<file path="src/hdl/sfr_bank_pkg.sv">
`default_nettype none
package sfr_bank_pkg;
   localparam int unsigned SFR_COUNT = 32;
   localparam int unsigned GPR_DEPTH = 96;
   localparam int unsigned PADDR_W   = 11;
   // Location indices; byte address is four times the index
   localparam logic [4:0] IDX_INDIRECT = 5'h00, IDX_TIMER0 = 5'h01, IDX_PCL = 5'h02, IDX_STATUS = 5'h03;
   localparam logic [4:0] IDX_POINTER = 5'h04, IDX_PORT_A = 5'h05, IDX_PORT_B = 5'h06, IDX_PORT_C = 5'h07;
   localparam logic [4:0] IDX_PORT_D = 5'h08, IDX_PORT_E = 5'h09, IDX_PROGRAM_COUNTER_UPPER_LATCH = 5'h0A, IDX_INTCTL = 5'h0B;
   localparam logic [4:0] IDX_PFLAG1 = 5'h0C, IDX_PFLAG2 = 5'h0D, IDX_TMR1_LO = 5'h0E, IDX_TMR1_HI = 5'h0F;
   localparam logic [4:0] IDX_TMR1_CTL = 5'h10, IDX_TIMER_TWO_COUNT = 5'h11, IDX_TIMER_TWO_COUNT_CTL = 5'h12, IDX_SSP_BUF = 5'h13;
   localparam logic [4:0] IDX_SSP_CTL = 5'h14, IDX_CAP1_LO = 5'h15, IDX_CAP1_HI = 5'h16, IDX_CAP1_CTL = 5'h17;
   localparam logic [4:0] IDX_RX_STAT = 5'h18, IDX_TXDATA = 5'h19, IDX_RXDATA = 5'h1A, IDX_CAP2_LOW = 5'h1B;
   localparam logic [4:0] IDX_CAP2_HI = 5'h1C, IDX_CAP2_CTL = 5'h1D, IDX_CONV_HIGH = 5'h1E, IDX_CONV_CTL = 5'h1F;
   localparam int unsigned STATUS_IRP_BIT = 7;
   localparam logic [6:0] GPR_BASE    = 7'h20;
   localparam logic [6:0] COMMON_BASE = 7'h70;
   // Locations that decode the same from every bank
   localparam logic [31:0] COMMON_MASK = 32'h0000_0C1D;
   // Locations backed by storage cells
   localparam logic [31:0] STORED_MASK = 32'hBBFF_FFFE;
   // Bits forced at reset, and the value they take
   localparam logic [7:0] RST_MASK [SFR_COUNT] = '{
      8'h00, 8'h00, 8'hFF, 8'hF8, 8'h00, 8'h2F, 8'h3F, 8'h00, 8'h00, 8'h07, 8'hFF, 8'hFE, 8'hFF, 8'hFF, 8'h00, 8'h00,
      8'hFF, 8'hFF, 8'hFF, 8'h00, 8'hFF, 8'h00, 8'h00, 8'hFF, 8'hFE, 8'hFF, 8'hFF, 8'h00, 8'h00, 8'hFF, 8'h00, 8'hFF};
   localparam logic [7:0] RST_VAL [SFR_COUNT] = '{
      8'h00, 8'h00, 8'h00, 8'h18, 8'h00, 8'h00, 8'h00, 8'h00, 8'h00, 8'h00, 8'h00, 8'h00, 8'h00, 8'h00, 8'h00, 8'h00,
      8'h00, 8'h00, 8'h00, 8'h00, 8'h00, 8'h00, 8'h00, 8'h00, 8'h00, 8'h00, 8'h00, 8'h00, 8'h00, 8'h00, 8'h00, 8'h00};
   // Implemented bits; the rest read as zero
   localparam logic [7:0] IMPL_MASK [SFR_COUNT] = '{
      8'hFF, 8'hFF, 8'hFF, 8'hFF, 8'hFF, 8'hFF, 8'hFF, 8'hFF, 8'hFF, 8'h0F, 8'h1F, 8'hFF, 8'hFF, 8'hEB, 8'hFF, 8'hFF,
      8'h7F, 8'hFF, 8'h7F, 8'hFF, 8'hFF, 8'hFF, 8'hFF, 8'h3F, 8'hFF, 8'hFF, 8'hFF, 8'hFF, 8'hFF, 8'h3F, 8'hFF, 8'hFF};
endpackage
`default_nettype wire

</file>
<file path="src/hdl/sfr_bank.sv">
// Function
// - Every register except 00h, 1Ah and 1Eh is held in storage cells that keep their value while powered.
// - Unimplemented locations read as zero; writes to them do nothing.
// - Location 00h has no storage; it accesses the word the pointer selects.
// - Port A write loads the output latch; read returns the pin levels.
// - Transmit data register clears to zero on reset.
// - Second capture low byte keeps its contents across reset.
// - Conversion result byte is readable at 1Eh, undefined after reset.
// - Upper counter not readable; latch is copied into it on branches.
// - Common core registers decode identically from every bank.
//
// Register access over APB was chosen for this implementation.
`default_nettype none
module sfr_bank
   import sfr_bank_pkg::*;
(
   input  wire logic               ref_clk,
   input  wire logic               reset,
   input  wire logic               psel,
   input  wire logic               penable,
   input  wire logic               pwrite,
   input  wire logic [PADDR_W-1:0] paddr,
   input  wire logic [31:0]        pwdata,
   input  wire logic [3:0]         pstrb,
   output logic                    pready,
   output logic                    pslverr,
   output logic [31:0]             prdata,
   input  wire logic [7:0]         port_a_pins,
   output logic [7:0]              port_a_latch,
   output logic [7:0]              async_transmit_data,
   output logic                    tx_load,
   input  wire logic [7:0]         async_receive_data,
   input  wire logic [7:0]         conversion_result_high,
   input  wire logic               branch_take,
   output logic [4:0]              pc_high,
   output logic                    sfr_wr_stb,
   output logic [4:0]              sfr_wr_index,
   output logic [7:0]              sfr_wr_data
);

   ////////////////////////////////////////////////////////////////////////////
   // Address decode

   logic [7:0]  sfr_q [SFR_COUNT];
   logic [7:0]  gpr_q [GPR_DEPTH];
   logic [8:0]  dir_map;
   logic [8:0]  ind_map;
   logic [8:0]  eff_map;
   logic        use_ind;
   logic        sfr_hit;
   logic        gpr_hit;
   logic [6:0]  eff_idx;
   logic [4:0]  sfr_sel;
   logic        setup;
   logic        wr_en;
   logic [7:0]  rd_byte;
   logic [31:0] prdata_q;
   logic [4:0]  pc_high_q;
   logic        tx_load_q;
   logic        wr_stb_q;
   logic [4:0]  wr_index_q;
   logic [7:0]  wr_data_q;

   // Result: {sfr hit, gpr hit, index}
   function automatic logic [8:0] map_loc(input logic [8:0] loc);
      logic [6:0] low;
      logic       common;
      low = loc[6:0];
      common = (low < GPR_BASE) && COMMON_MASK[low[4:0]];
      map_loc = 9'h000;
      if (((loc[8:7] == 2'b00) && (low < GPR_BASE)) || common)
      begin
         map_loc = {2'b10, low};
      end
      else if ((low >= COMMON_BASE) || (loc[8:7] == 2'b00))
      begin
         map_loc = {2'b01, 7'(low - GPR_BASE)};
      end
   endfunction

   assign dir_map = map_loc(paddr[10:2]);
   assign ind_map = map_loc({sfr_q[IDX_STATUS][STATUS_IRP_BIT], sfr_q[IDX_POINTER]});
   assign use_ind = dir_map[8] && (dir_map[6:0] == 7'h00);

   always_comb
   begin
      eff_map = dir_map;
      if (use_ind)
      begin
         // Pointer aimed back at the window itself reaches nothing
         eff_map = (ind_map[8] && (ind_map[6:0] == 7'h00)) ? 9'h000 : ind_map;
      end
   end

   assign sfr_hit = eff_map[8];
   assign gpr_hit = eff_map[7];
   assign eff_idx = eff_map[6:0];
   assign sfr_sel = eff_map[4:0];
   assign setup   = psel && !penable;
   assign wr_en   = psel && penable && pwrite && pstrb[0];

   ////////////////////////////////////////////////////////////////////////////
   // Storage

   for (genvar i = 0; i < SFR_COUNT; i++)
   begin : g_sfr
      if (STORED_MASK[i])
      begin : g_cell
         always_ff @(posedge ref_clk)
         begin
            if (reset)
            begin
               // Unforced bits stay as they were
               sfr_q[i] <= (sfr_q[i] & ~RST_MASK[i]) | RST_VAL[i];
            end
            else if (wr_en && sfr_hit && (sfr_sel == 5'(i)))
            begin
               sfr_q[i] <= pwdata[7:0] & IMPL_MASK[i];
            end
         end
      end
      else
      begin : g_none
         assign sfr_q[i] = 8'h00;
      end
   end

   // General purpose cells have no reset value
   always_ff @(posedge ref_clk)
   begin
      if (wr_en && gpr_hit)
      begin
         gpr_q[eff_idx] <= pwdata[7:0];
      end
   end

   ////////////////////////////////////////////////////////////////////////////
   // Read path

   always_comb
   begin
      rd_byte = 8'h00;
      if (sfr_hit)
      begin
         unique case (sfr_sel)
            IDX_PORT_A:    rd_byte = port_a_pins;
            IDX_RXDATA:    rd_byte = async_receive_data;
            IDX_CONV_HIGH: rd_byte = conversion_result_high;
            IDX_TXDATA:    rd_byte = 8'h00;
            default:       rd_byte = sfr_q[sfr_sel] & IMPL_MASK[sfr_sel];
         endcase
      end
      else if (gpr_hit)
      begin
         rd_byte = gpr_q[eff_idx];
      end
   end

   // Captured in setup so the access phase needs no wait state
   always_ff @(posedge ref_clk)
   begin
      if (reset)
      begin
         prdata_q <= 32'h0000_0000;
      end
      else if (setup && !pwrite)
      begin
         prdata_q <= {24'h00_0000, rd_byte};
      end
   end

   assign pready  = 1'b1;
   assign pslverr = 1'b0;
   assign prdata  = prdata_q;

   ////////////////////////////////////////////////////////////////////////////
   // Program counter upper bits

   always_ff @(posedge ref_clk)
   begin
      if (reset)
      begin
         pc_high_q <= 5'h00;
      end
      else if (branch_take)
      begin
         pc_high_q <= sfr_q[IDX_PROGRAM_COUNTER_UPPER_LATCH][4:0];
      end
   end

   assign pc_high = pc_high_q;

   ////////////////////////////////////////////////////////////////////////////
   // Peripheral side

   always_ff @(posedge ref_clk)
   begin
      if (reset)
      begin
         tx_load_q  <= 1'b0;
         wr_stb_q   <= 1'b0;
         wr_index_q <= 5'h00;
         wr_data_q  <= 8'h00;
      end
      else
      begin
         tx_load_q <= wr_en && sfr_hit && (sfr_sel == IDX_TXDATA);
         wr_stb_q  <= wr_en && sfr_hit;
         if (wr_en && sfr_hit)
         begin
            wr_index_q <= sfr_sel;
            wr_data_q  <= pwdata[7:0];
         end
      end
   end

   assign port_a_latch        = sfr_q[IDX_PORT_A];
   assign async_transmit_data = sfr_q[IDX_TXDATA];
   assign tx_load             = tx_load_q;
   assign sfr_wr_stb          = wr_stb_q;
   assign sfr_wr_index        = wr_index_q;
   assign sfr_wr_data         = wr_data_q;

   ////////////////////////////////////////////////////////////////////////////
   // Checks

   logic [7:0] cap2_low;
   logic [7:0] program_counter_upper_latch_v;
   logic [7:0] status_v;
   assign cap2_low = sfr_q[IDX_CAP2_LOW];
   assign program_counter_upper_latch_v = sfr_q[IDX_PROGRAM_COUNTER_UPPER_LATCH];
   assign status_v = sfr_q[IDX_STATUS] & IMPL_MASK[IDX_STATUS];

   property p_unmapped_zero;
      @(posedge ref_clk) disable iff (reset)
      (setup && !pwrite && !sfr_hit && !gpr_hit) |=> (prdata == 32'h0000_0000);
   endproperty
   a_unmapped_zero:
      assert property (p_unmapped_zero) else $error("unmapped read not zero");

   property p_indirect_gpr;
      @(posedge ref_clk) disable iff (reset)
      (setup && !pwrite && use_ind && gpr_hit) |=> (prdata[7:0] == gpr_q[$past(eff_idx)]);
   endproperty
   a_indirect_gpr:
      assert property (p_indirect_gpr) else $error("indirect read wrong word");

   property p_port_pins;
      @(posedge ref_clk) disable iff (reset)
      (setup && !pwrite && sfr_hit && (sfr_sel == IDX_PORT_A)) |=> (prdata[7:0] == $past(port_a_pins));
   endproperty
   a_port_pins:
      assert property (p_port_pins) else $error("port read not pin levels");

   property p_port_latch;
      @(posedge ref_clk) disable iff (reset)
      (wr_en && sfr_hit && (sfr_sel == IDX_PORT_A)) |=> (port_a_latch == $past(pwdata[7:0]));
   endproperty
   a_port_latch:
      assert property (p_port_latch) else $error("port latch not loaded");

   property p_tx_reset;
      @(posedge ref_clk)
      reset |=> (async_transmit_data == 8'h00);
   endproperty
   a_tx_reset:
      assert property (p_tx_reset) else $error("transmit data not cleared");

   property p_cap2_kept;
      @(posedge ref_clk)
      // Case equality: contents are unknown until first written
      reset |=> (cap2_low === $past(cap2_low));
   endproperty
   a_cap2_kept:
      assert property (p_cap2_kept) else $error("capture low byte forced by reset");

   property p_conv_read;
      @(posedge ref_clk) disable iff (reset)
      (setup && !pwrite && sfr_hit && (sfr_sel == IDX_CONV_HIGH)) |=> (prdata[7:0] == $past(conversion_result_high));
   endproperty
   a_conv_read:
      assert property (p_conv_read) else $error("conversion byte misread");

   property p_branch_copy;
      @(posedge ref_clk) disable iff (reset)
      branch_take |=> (pc_high == $past(program_counter_upper_latch_v[4:0]));
   endproperty
   a_branch_copy:
      assert property (p_branch_copy) else $error("latch not copied on branch");

   property p_pc_hold;
      @(posedge ref_clk) disable iff (reset)
      (!branch_take ##1 !reset) |-> $stable(pc_high);
   endproperty
   a_pc_hold:
      assert property (p_pc_hold) else $error("upper counter moved without branch");

   property p_common_status;
      @(posedge ref_clk) disable iff (reset)
      (setup && !pwrite && (paddr[8:2] == {2'b00, IDX_STATUS})) |=> (prdata[7:0] === $past(status_v));
   endproperty
   a_common_status:
      assert property (p_common_status) else $error("status not common to banks");

endmodule
`default_nettype wire

</file>
<file path="config.mk">
export PLATFORM = sky130hd
export DESIGN_NAME = sfr_bank
export DESIGN_NICKNAME = d
export VERILOG_FILES = /design/src/hdl/sfr_bank_pkg.sv /design/src/hdl/sfr_bank.sv
export SDC_FILE = /design/constraint.sdc
export NUM_CORES = 1
export LEC_CHECK = 0
export ABC_AREA = 1
export BUFFER_PORTS_ARGS = -buffer_cell sky130_fd_sc_hd__buf_2
export CELL_PAD_IN_SITES_DETAIL_PLACEMENT = 1
export CELL_PAD_IN_SITES_GLOBAL_PLACEMENT = 2
export CORE_MARGIN = 5
export CORE_UTILIZATION = 42
export CTS_BUF_LIST = sky130_fd_sc_hd__clkbuf_2
export CTS_CLUSTER_SIZE = 28
export DETAILED_ROUTE_END_ITERATION = 10
export PLACE_DENSITY_LB_ADDON = 0.15
export REMOVE_ABC_BUFFERS = 1
export SLEW_MARGIN = 20
export SYNTH_ARGS = -nofsm -noshare
export SYNTH_HDL_FRONTEND = slang
export SYNTH_SLANG_ARGS = --single-unit
</file>
<file path="constraint.sdc">
create_clock -name ref_clk -period 4.4 [get_ports ref_clk]
set_clock_uncertainty 0.1 [all_clocks]
set_input_delay 0.44 -clock ref_clk [delete_from_list [all_inputs] [get_ports ref_clk]]
set_output_delay 0.44 -clock ref_clk [all_outputs]
set_load 0.05 [all_outputs]
</file>
==> flow_metrics.env, run 1 <==
export IMPL_total_power_uw=19200
export IMPL_final_nets=5253
export IMPL_path_clk_slew_ps=90
export IMPL_ys_seq_elements=1014
export IMPL_cts_buffers=294
export IMPL_p_int_uw=13700
export IMPL_place_congestion=0.828
export IMPL_finalCriticalPeriod_ps=4290
export IMPL_cts_tree="built"
export IMPL_p_sw_uw=5470
export IMPL_status="finished clean"
export IMPL_finalSetupViolCount=0
export IMPL_clk_path_buf_depth=4
export IMPL_drv_slew=0
export IMPL_cp_arrival_ps=5650
export IMPL_synthFlopType="edfxtp_1"
export IMPL_ys_async_sr_fraction_pct=0
export IMPL_worst_pin_slew_ps=1060
export IMPL_fillCellCount=12300
export IMPL_critical_path_peak_fanout=49
export IMPL_power_frac_comb_pct=10.0
export IMPL_cts_sinks=1014
export IMPL_sw_frac_of_total_pct=28.5
export IMPL_clock_root_buffer="clkbuf_2"
export IMPL_coreArea_sq_mm=0.105
export IMPL_track_usage_pct=26.6
export IMPL_stdcell_count=6764
export IMPL_routed_wl_microns=151000
export IMPL_slew_headroom_pct=29.1
export IMPL_rows=119
export IMPL_die_width_microns=336
export IMPL_pre_cts_slack_ps=442
export IMPL_final_core_util_pct=48.5
export IMPL_grt_pass1_wl_microns=226000
export IMPL_grt_overflow_total=0
export IMPL_synth_warnings=0
export IMPL_leakage_uw=0.0215
export IMPL_drtAntennaViolNets=0
export IMPL_seq_power_share_pct=54.2
export IMPL_worst_slack_ps=115
export IMPL_h_tree_depth=5
export IMPL_timing_max_cap_violations=0
export IMPL_die_area_sq_mm=0.113
export IMPL_seq_area_frac_synth_pct=64.9
export IMPL_avgRoutedWirePerCell_microns=22.3
export IMPL_grt_max_degree=116
export IMPL_synth_edf_count=867
export IMPL_numPortBuffers=91
export IMPL_post_place_cells=6155
export IMPL_syn_cell_area_sq_mm=0.0447
export IMPL_grt_pass1_vias=36300
export IMPL_cp_end_kind="flop"
export IMPL_pwr_share_clk_pct=35.8
export IMPL_hpwl_microns=89800
export IMPL_rsz0062_at_grt="yes"
export IMPL_cp_start_kind="primary input"
export IMPL_fin_crit_sh_pct=97.4
export IMPL_drc=0
export IMPL_io_pins=147
export IMPL_crit_type="in -> reg"
export IMPL_avgSynthCellArea_sq_um=9.46
export IMPL_initial_core_util_pct=42.4
export IMPL_synthDistinctLibCells=41
export IMPL_ir_worst_vdd_mv=0.208
export IMPL_syn_inst=4724
export IMPL_hold_viol_final=0
export IMPL_pwr_density_cell_mw_per_mm2=375
export IMPL_dr_pass1_iters=5
export IMPL_areaGrowthSynthToFinish_pct=14.5
export IMPL_die_y_microns=336
export IMPL_vias=35000
export IMPL_placed_area_sq_mm=0.0474
export IMPL_drt_iter0_markers=2340
export IMPL_avgViaCountPerCell=5.18
export IMPL_hp_class="in -> reg"
export IMPL_fmax_mhz=233
export IMPL_layout_drive_gt1_share_pct=14.8
export IMPL_critPathRequiredTime_ps=5760
export IMPL_clock_latency_ps=1440
export IMPL_antenna_found_initial=7
export IMPL_finish_instance_area_sq_mm=0.0512
[final timing paths]
path	startpoint	endpoint	slack (ps)	depth (start not counted)
hold / removal	branch_take	pc_high[2]	340	4
hold reg to reg	sfr_wr_data[5]	sfr_wr_data[5]	370	2
setup reg to reg	sfr_q[217]	sfr_q[102]	310	21
setup / recovery	paddr[5]	prdata[6]	110	23
[routing by layer]
metal | part of all wire [%] | global-route usage, %
met1 | 44 | 35.8
met2 | 48 | 44.7
met3 | 6.0 | 4.99
met4 | 1.9 | 7.19
met5 | 0.020 | 0
[power by group through the flow]
| stage | sequential, uW | clock [uW] | combinational [uW] |
|---|---|---|---|
| 2_1_floorplan | 10700 | 0 | 937 |
| 6_report | 10400 | 6880 | 1910 |
| 3_3_place_gp | 10600 | 0 | 1790 |
| 5_1_grt | 10400 | 7660 | 2070 |
| 4_1_cts | 10400 | 7090 | 1910 |
| 3_5_place_dp | 10600 | 0 | 1810 |
[sequential cells by signal, indices dropped and copies added (netlist names), named ones only]
register and flops:
gpr_q 768, program_counter_upper_latch_v 5, pc_high 5, prdata 8, sfr_q 180, sfr_wr_stb 1, cap2_low 8, tx_load 1
status_v 8, sfr_wr_index 5, port_a_latch 8, sfr_wr_data 8, async_transmit_data 8
[cell families after synthesis]
group	synth area share (%)
fa+ha+maj	0.224
simple gates	21.8
other cells	0.0168
flops	64.9
compound gates	7.06
buf+inv	6.01
[worst max-delay path: stages]
cell and delay, ps:
dlygate4sd3_1 540, buf_2 130, dlygate4sd3_1 570, nor2_1 120, nand2_1 70, nand2_1 60
nor2_1 50, nand2_2 100, nand2_1 70, dlygate4sd3_1 600, nand2_4 170, dlygate4sd3_1 620
clkbuf_16 320, nand2_1 120, inv_1 130, nand2_1 110, nor2_4 240, a22o_1 210
a21oi_1 60, dlygate4sd3_1 560, nand2_1 70, a21oi_1 80, a21oi_1 160
[cell usage after synthesis (36+ instances only)]
master / instances / area (sq um)
clkbuf_1: 115 / 432
o21ai_0: 216 / 1080
o21ai_1: 200 / 1000
nand3_1: 83 / 415
buf_2: 78 / 390
nand3b_1: 36 / 270
a21oi_1: 140 / 701
nor2_1: 476 / 1790
buf_4: 60 / 450
dfxtp_1: 147 / 2940
inv_1: 300 / 1130
edfxtp_1: 867 / 26000
nand2_1: 1870 / 7020
[placed cells by master, fill, tap and decap left out, drive strengths merged, types with 14 or more instances in the layout]
master	instances
nand2	1876
edfxtp	867
nor2	478
clkbuf	437
o21ai	417
inv	314
buf	306
dfxtp	147
a21oi	141
dlygate4sd3	100
nand3	86
clkinv	53
nand3b	36
conb	26
o21bai	22
a211oi	14
[what timing repair did]
item / CTS / global route
hold buffers: 107 / 0
resized for setup: 0 / 5
setup endpoints to repair: 0 / 6
hold endpoints to repair: 1390 / 0
setup buffers: 0 / 1
[cell type report]
cell class	count	area, sq um	area share (%)
Clock buffer	436	2180	4.27
Timing Repair Buffer	407	3560	6.96
Inverter	312	1200	2.34
Sequential cell	1014	29000	56.6
Antenna cell	6	15.0	0.0293
Multi-Input combinational cell	3139	13200	25.7
Tap cell	1391	1740	3.40
Clock inverter	59	334	0.653
[stage by stage]
stage / hold slack (ps) / TNS (ps)
floorplan: 336 / -2776310
global placement: 348 / 0
detailed placement: 355 / 0
CTS: 64.7 / 0
global route: 266 / -11.4
finish: 341 / 0
Note: power is estimated with default switching activity, not from simulation.
==> run 2: changes to the inputs <==
--- a/config.mk
+++ b/config.mk
@@ -5,12 +5,11 @@
 export SDC_FILE = /design/constraint.sdc
 export NUM_CORES = 1
 export LEC_CHECK = 0
-export ABC_AREA = 1
 export BUFFER_PORTS_ARGS = -buffer_cell sky130_fd_sc_hd__buf_2
 export CELL_PAD_IN_SITES_DETAIL_PLACEMENT = 1
 export CELL_PAD_IN_SITES_GLOBAL_PLACEMENT = 2
 export CORE_MARGIN = 5
-export CORE_UTILIZATION = 42
+export CORE_UTILIZATION = 46
 export CTS_BUF_LIST = sky130_fd_sc_hd__clkbuf_2
 export CTS_CLUSTER_SIZE = 28
 export DETAILED_ROUTE_END_ITERATION = 10
==> run 2 against run 1 <==
  * Synthesized area down 7.9%
  * Worst setup slack lost 93 ps
  * Fmax decreased by 2.1%
  * Count of clock-buffer cells in the layout shrank 8
  * Largest power group unchanged
  * Critical endpoint unchanged
==> flow_metrics.env, run 2 <==
export IMPL_grt_max_degree=63
export IMPL_final_nets=3875
export IMPL_routed_wl_microns=173000
export IMPL_die_y_microns=309
export IMPL_track_usage_pct=35.5
export IMPL_cts_sinks=1014
export IMPL_critPathRequiredTime_ps=5660
export IMPL_timing_max_cap_violations=0
export IMPL_synthFlopType="edfxtp_1"
export IMPL_reg_top3="gpr_q: 768 flops, sfr_q: 180 flops"
export IMPL_clock_root_buffer="clkbuf_2"
export IMPL_post_place_cells=4567
export IMPL_drv_slew=0
export IMPL_cp_start_kind="flop"
export IMPL_syn_cell_area_sq_mm=0.0411
export IMPL_slowest_stage="or4_1"
export IMPL_grt_busiest_layer="met2"
export IMPL_leakage_uw=0.0177
export IMPL_cp_end_kind="flop"
export IMPL_cts_tree="built"
export IMPL_final_common_cell="edfxtp_1"
export IMPL_final_core_util_pct=56.0
export IMPL_total_power_uw=19100
export IMPL_top_register="gpr_q"
export IMPL_avgViaCountPerCell=6.32
export IMPL_die_area_sq_mm=0.0955
export IMPL_drt_iter0_markers=3840
export IMPL_synth_edf_count=867
export IMPL_critical_path_peak_fanout=7
export IMPL_grtUsageMet3_pct=9.56
export IMPL_antenna_found_initial=8
export IMPL_synth_top_cell_area_share_pct=63.3
export IMPL_vias=32500
export IMPL_syn_inst=3114
export IMPL_ys_top_cells_by_count="867 x edfxtp_1, 373 x nand2_1, 279 x nor2_1"
export IMPL_ys_async_sr_fraction_pct=0
export IMPL_layout_drive_gt1_share_pct=26.8
export IMPL_status="finished clean"
export IMPL_hold_viol_final=0
export IMPL_numPortBuffers=91
export IMPL_synth_warnings=0
export IMPL_clk_path_buf_depth=4
export IMPL_stdcell_count=5144
export IMPL_initial_core_util_pct=46.5
export IMPL_path_clk_slew_ps=110
export IMPL_finalSetupViolCount=0
export IMPL_hold_ws_ps=188
export IMPL_pwr_density_cell_mw_per_mm2=385
export IMPL_cp_arrival_ps=5640
export IMPL_slew_headroom_pct=27.7
export IMPL_synthTopCellsByArea="edfxtp_1 63%, dfxtp_1 7.2%, nand2_1 3.4%"
export IMPL_areaGrowthSynthToFinish_pct=20.6
export IMPL_met1_usage_pct=45.5
export IMPL_finalCriticalPeriod_ps=4380
export IMPL_gr_usage_met2_pct=56.6
export IMPL_hpwl_microns=110000
export IMPL_die_width_microns=309
export IMPL_avgRoutedWirePerCell_microns=33.5
export IMPL_h_tree_depth=5
export IMPL_clock_latency_ps=1480
export IMPL_hp_class="in -> reg"
export IMPL_fmax_mhz=228
export IMPL_drtAntennaViolNets=0
export IMPL_worst_pin_slew_ps=1080
export IMPL_coreArea_sq_mm=0.0885
export IMPL_path_cells="or3_1, o211ai_4, buf_4, a31oi_4, o22ai_4, buf_4, a21oi_1, or4_1, o211a_1, or4_1, a211oi_4, o32ai_1"
export IMPL_io_pins=147
export IMPL_finish_instance_area_sq_mm=0.0496
export IMPL_final_cell_mix="867 x edfxtp_1, 428 x clkbuf_2, 382 x buf_4"
export IMPL_place_congestion=0.971
export IMPL_dr_pass1_iters=6
export IMPL_grt_pass1_vias=33500
export IMPL_drc=0
export IMPL_synth_area_leader_cell="edfxtp_1"
export IMPL_grt_overflow_total=0
export IMPL_critPathMaxStageDelay_ps=640
export IMPL_yosysMostFrequentCell="edfxtp_1"
export IMPL_placed_area_sq_mm=0.0460
export IMPL_synthDistinctLibCells=92
export IMPL_ir_worst_vdd_mv=0.262
export IMPL_largest_reg_flops=768
export IMPL_grt_pass1_wl_microns=241000
export IMPL_avgSynthCellArea_sq_um=13.2
export IMPL_ys_seq_elements=1014
export IMPL_crit_type="reg -> reg"
export IMPL_fin_crit_sh_pct=99.5
export IMPL_seq_area_frac_synth_pct=70.4
export IMPL_rows=109
export IMPL_cts_buffers=287
==> run 2: cell count changes after synthesis, moves of 99 or more <==
| cell | change |
|---|---|
| nand2_1 | -1497 |
| inv_1 | -285 |
| o21ai_1 | -198 |
| nor2_1 | -197 |
| o22ai_1 | +134 |
| o21ai_0 | -110 |
| mux2i_1 | +99 |
==> run 2: area by class of cell <==
| class | instances | area [sq um] |
|---|---|---|
| Fill cell | 9044 | 38900 |
| Tap cell | 1165 | 1460 |
| Clock inverter | 47 | 287 |
| Sequential cell | 1014 | 29000 |
| Multi-Input combinational cell | 1853 | 11100 |
| Antenna cell | 3 | 7.51 |
| Clock buffer | 428 | 2140 |
| Inverter | 17 | 63.8 |
| Timing Repair Buffer | 617 | 5540 |
==> run 2: where the power goes <==
part	switching [uW]	internal, uW
logic	1310	586
clock network	4020	2780
registers	7.93	10400
total	5340	13800
==> run 2: logic make-up (layout without fill, tap and decap cells) <==
| family | after synthesis | after routing | synth area share [%] |
|---|---|---|---|
| AO/OA/AOI/OAI | 747 | 747 | 12.5 |
| multiplexers | 133 | 133 | 3.34 |
| adder cells (fa/ha/maj) | 8 | 8 | 0.243 |
| AND/OR/NAND/NOR | 939 | 939 | 10.2 |
| other | 2 | 29 | 0.0183 |
| flip-flops | 1014 | 1014 | 70.4 |
| buffers and inverters | 271 | 1109 | 3.27 |
==> run 2: stage by stage <==
stage / setup slack (ps) / setup TNS, ps
5_1_grt: -16.1 / -16.1
3_3_place_gp: -478 / -11810
2_1_floorplan: -3670 / -1018160
4_1_cts: 63.1 / 0
3_5_place_dp: -507 / -13800
6_report: 21.3 / 0
==> run 2: worst paths after layout <==
path	start	to	slack (ps)	depth (start not counted)
setup / recovery	sfr_q[219]	prdata[6]	20	12
hold / removal	conversion_result_high[2]	prdata[2]	190	8
setup reg to reg	sfr_q[219]	prdata[6]	20	12
hold reg to reg	sfr_q[61]	sfr_q[61]	360	2
==> run 2: worst max-delay path: cells and delay by family (launching register included) <==
family	cells	cell delay, ps
AOI/OAI and AO/OA	7	1590
buffers and inverters	2	470
DFF	1	480
and+or+nand+nor	3	1640
==> run 2: routing by layer <==
metal,vias to the layer above,wire length (microns)
li1,13400,-
met1,16600,65200
met2,2029,79800
met3,454,18500
met4,6,8950
met5,-,38
==> run 2: repair_timing <==
| action | 4_1_cts | 5_1_grt |
|---|---|---|
| gates resized for setup | 2 | 9 |
| endpoints found under the setup margin | 2 | 6 |
| hold buffers | 92 | 0 |
| gates cloned | 0 | 1 |
| hold endpoints to repair | 1098 | 0 |
| pin swaps | 1 | 2 |
| buffers inserted | 3 | 3 |
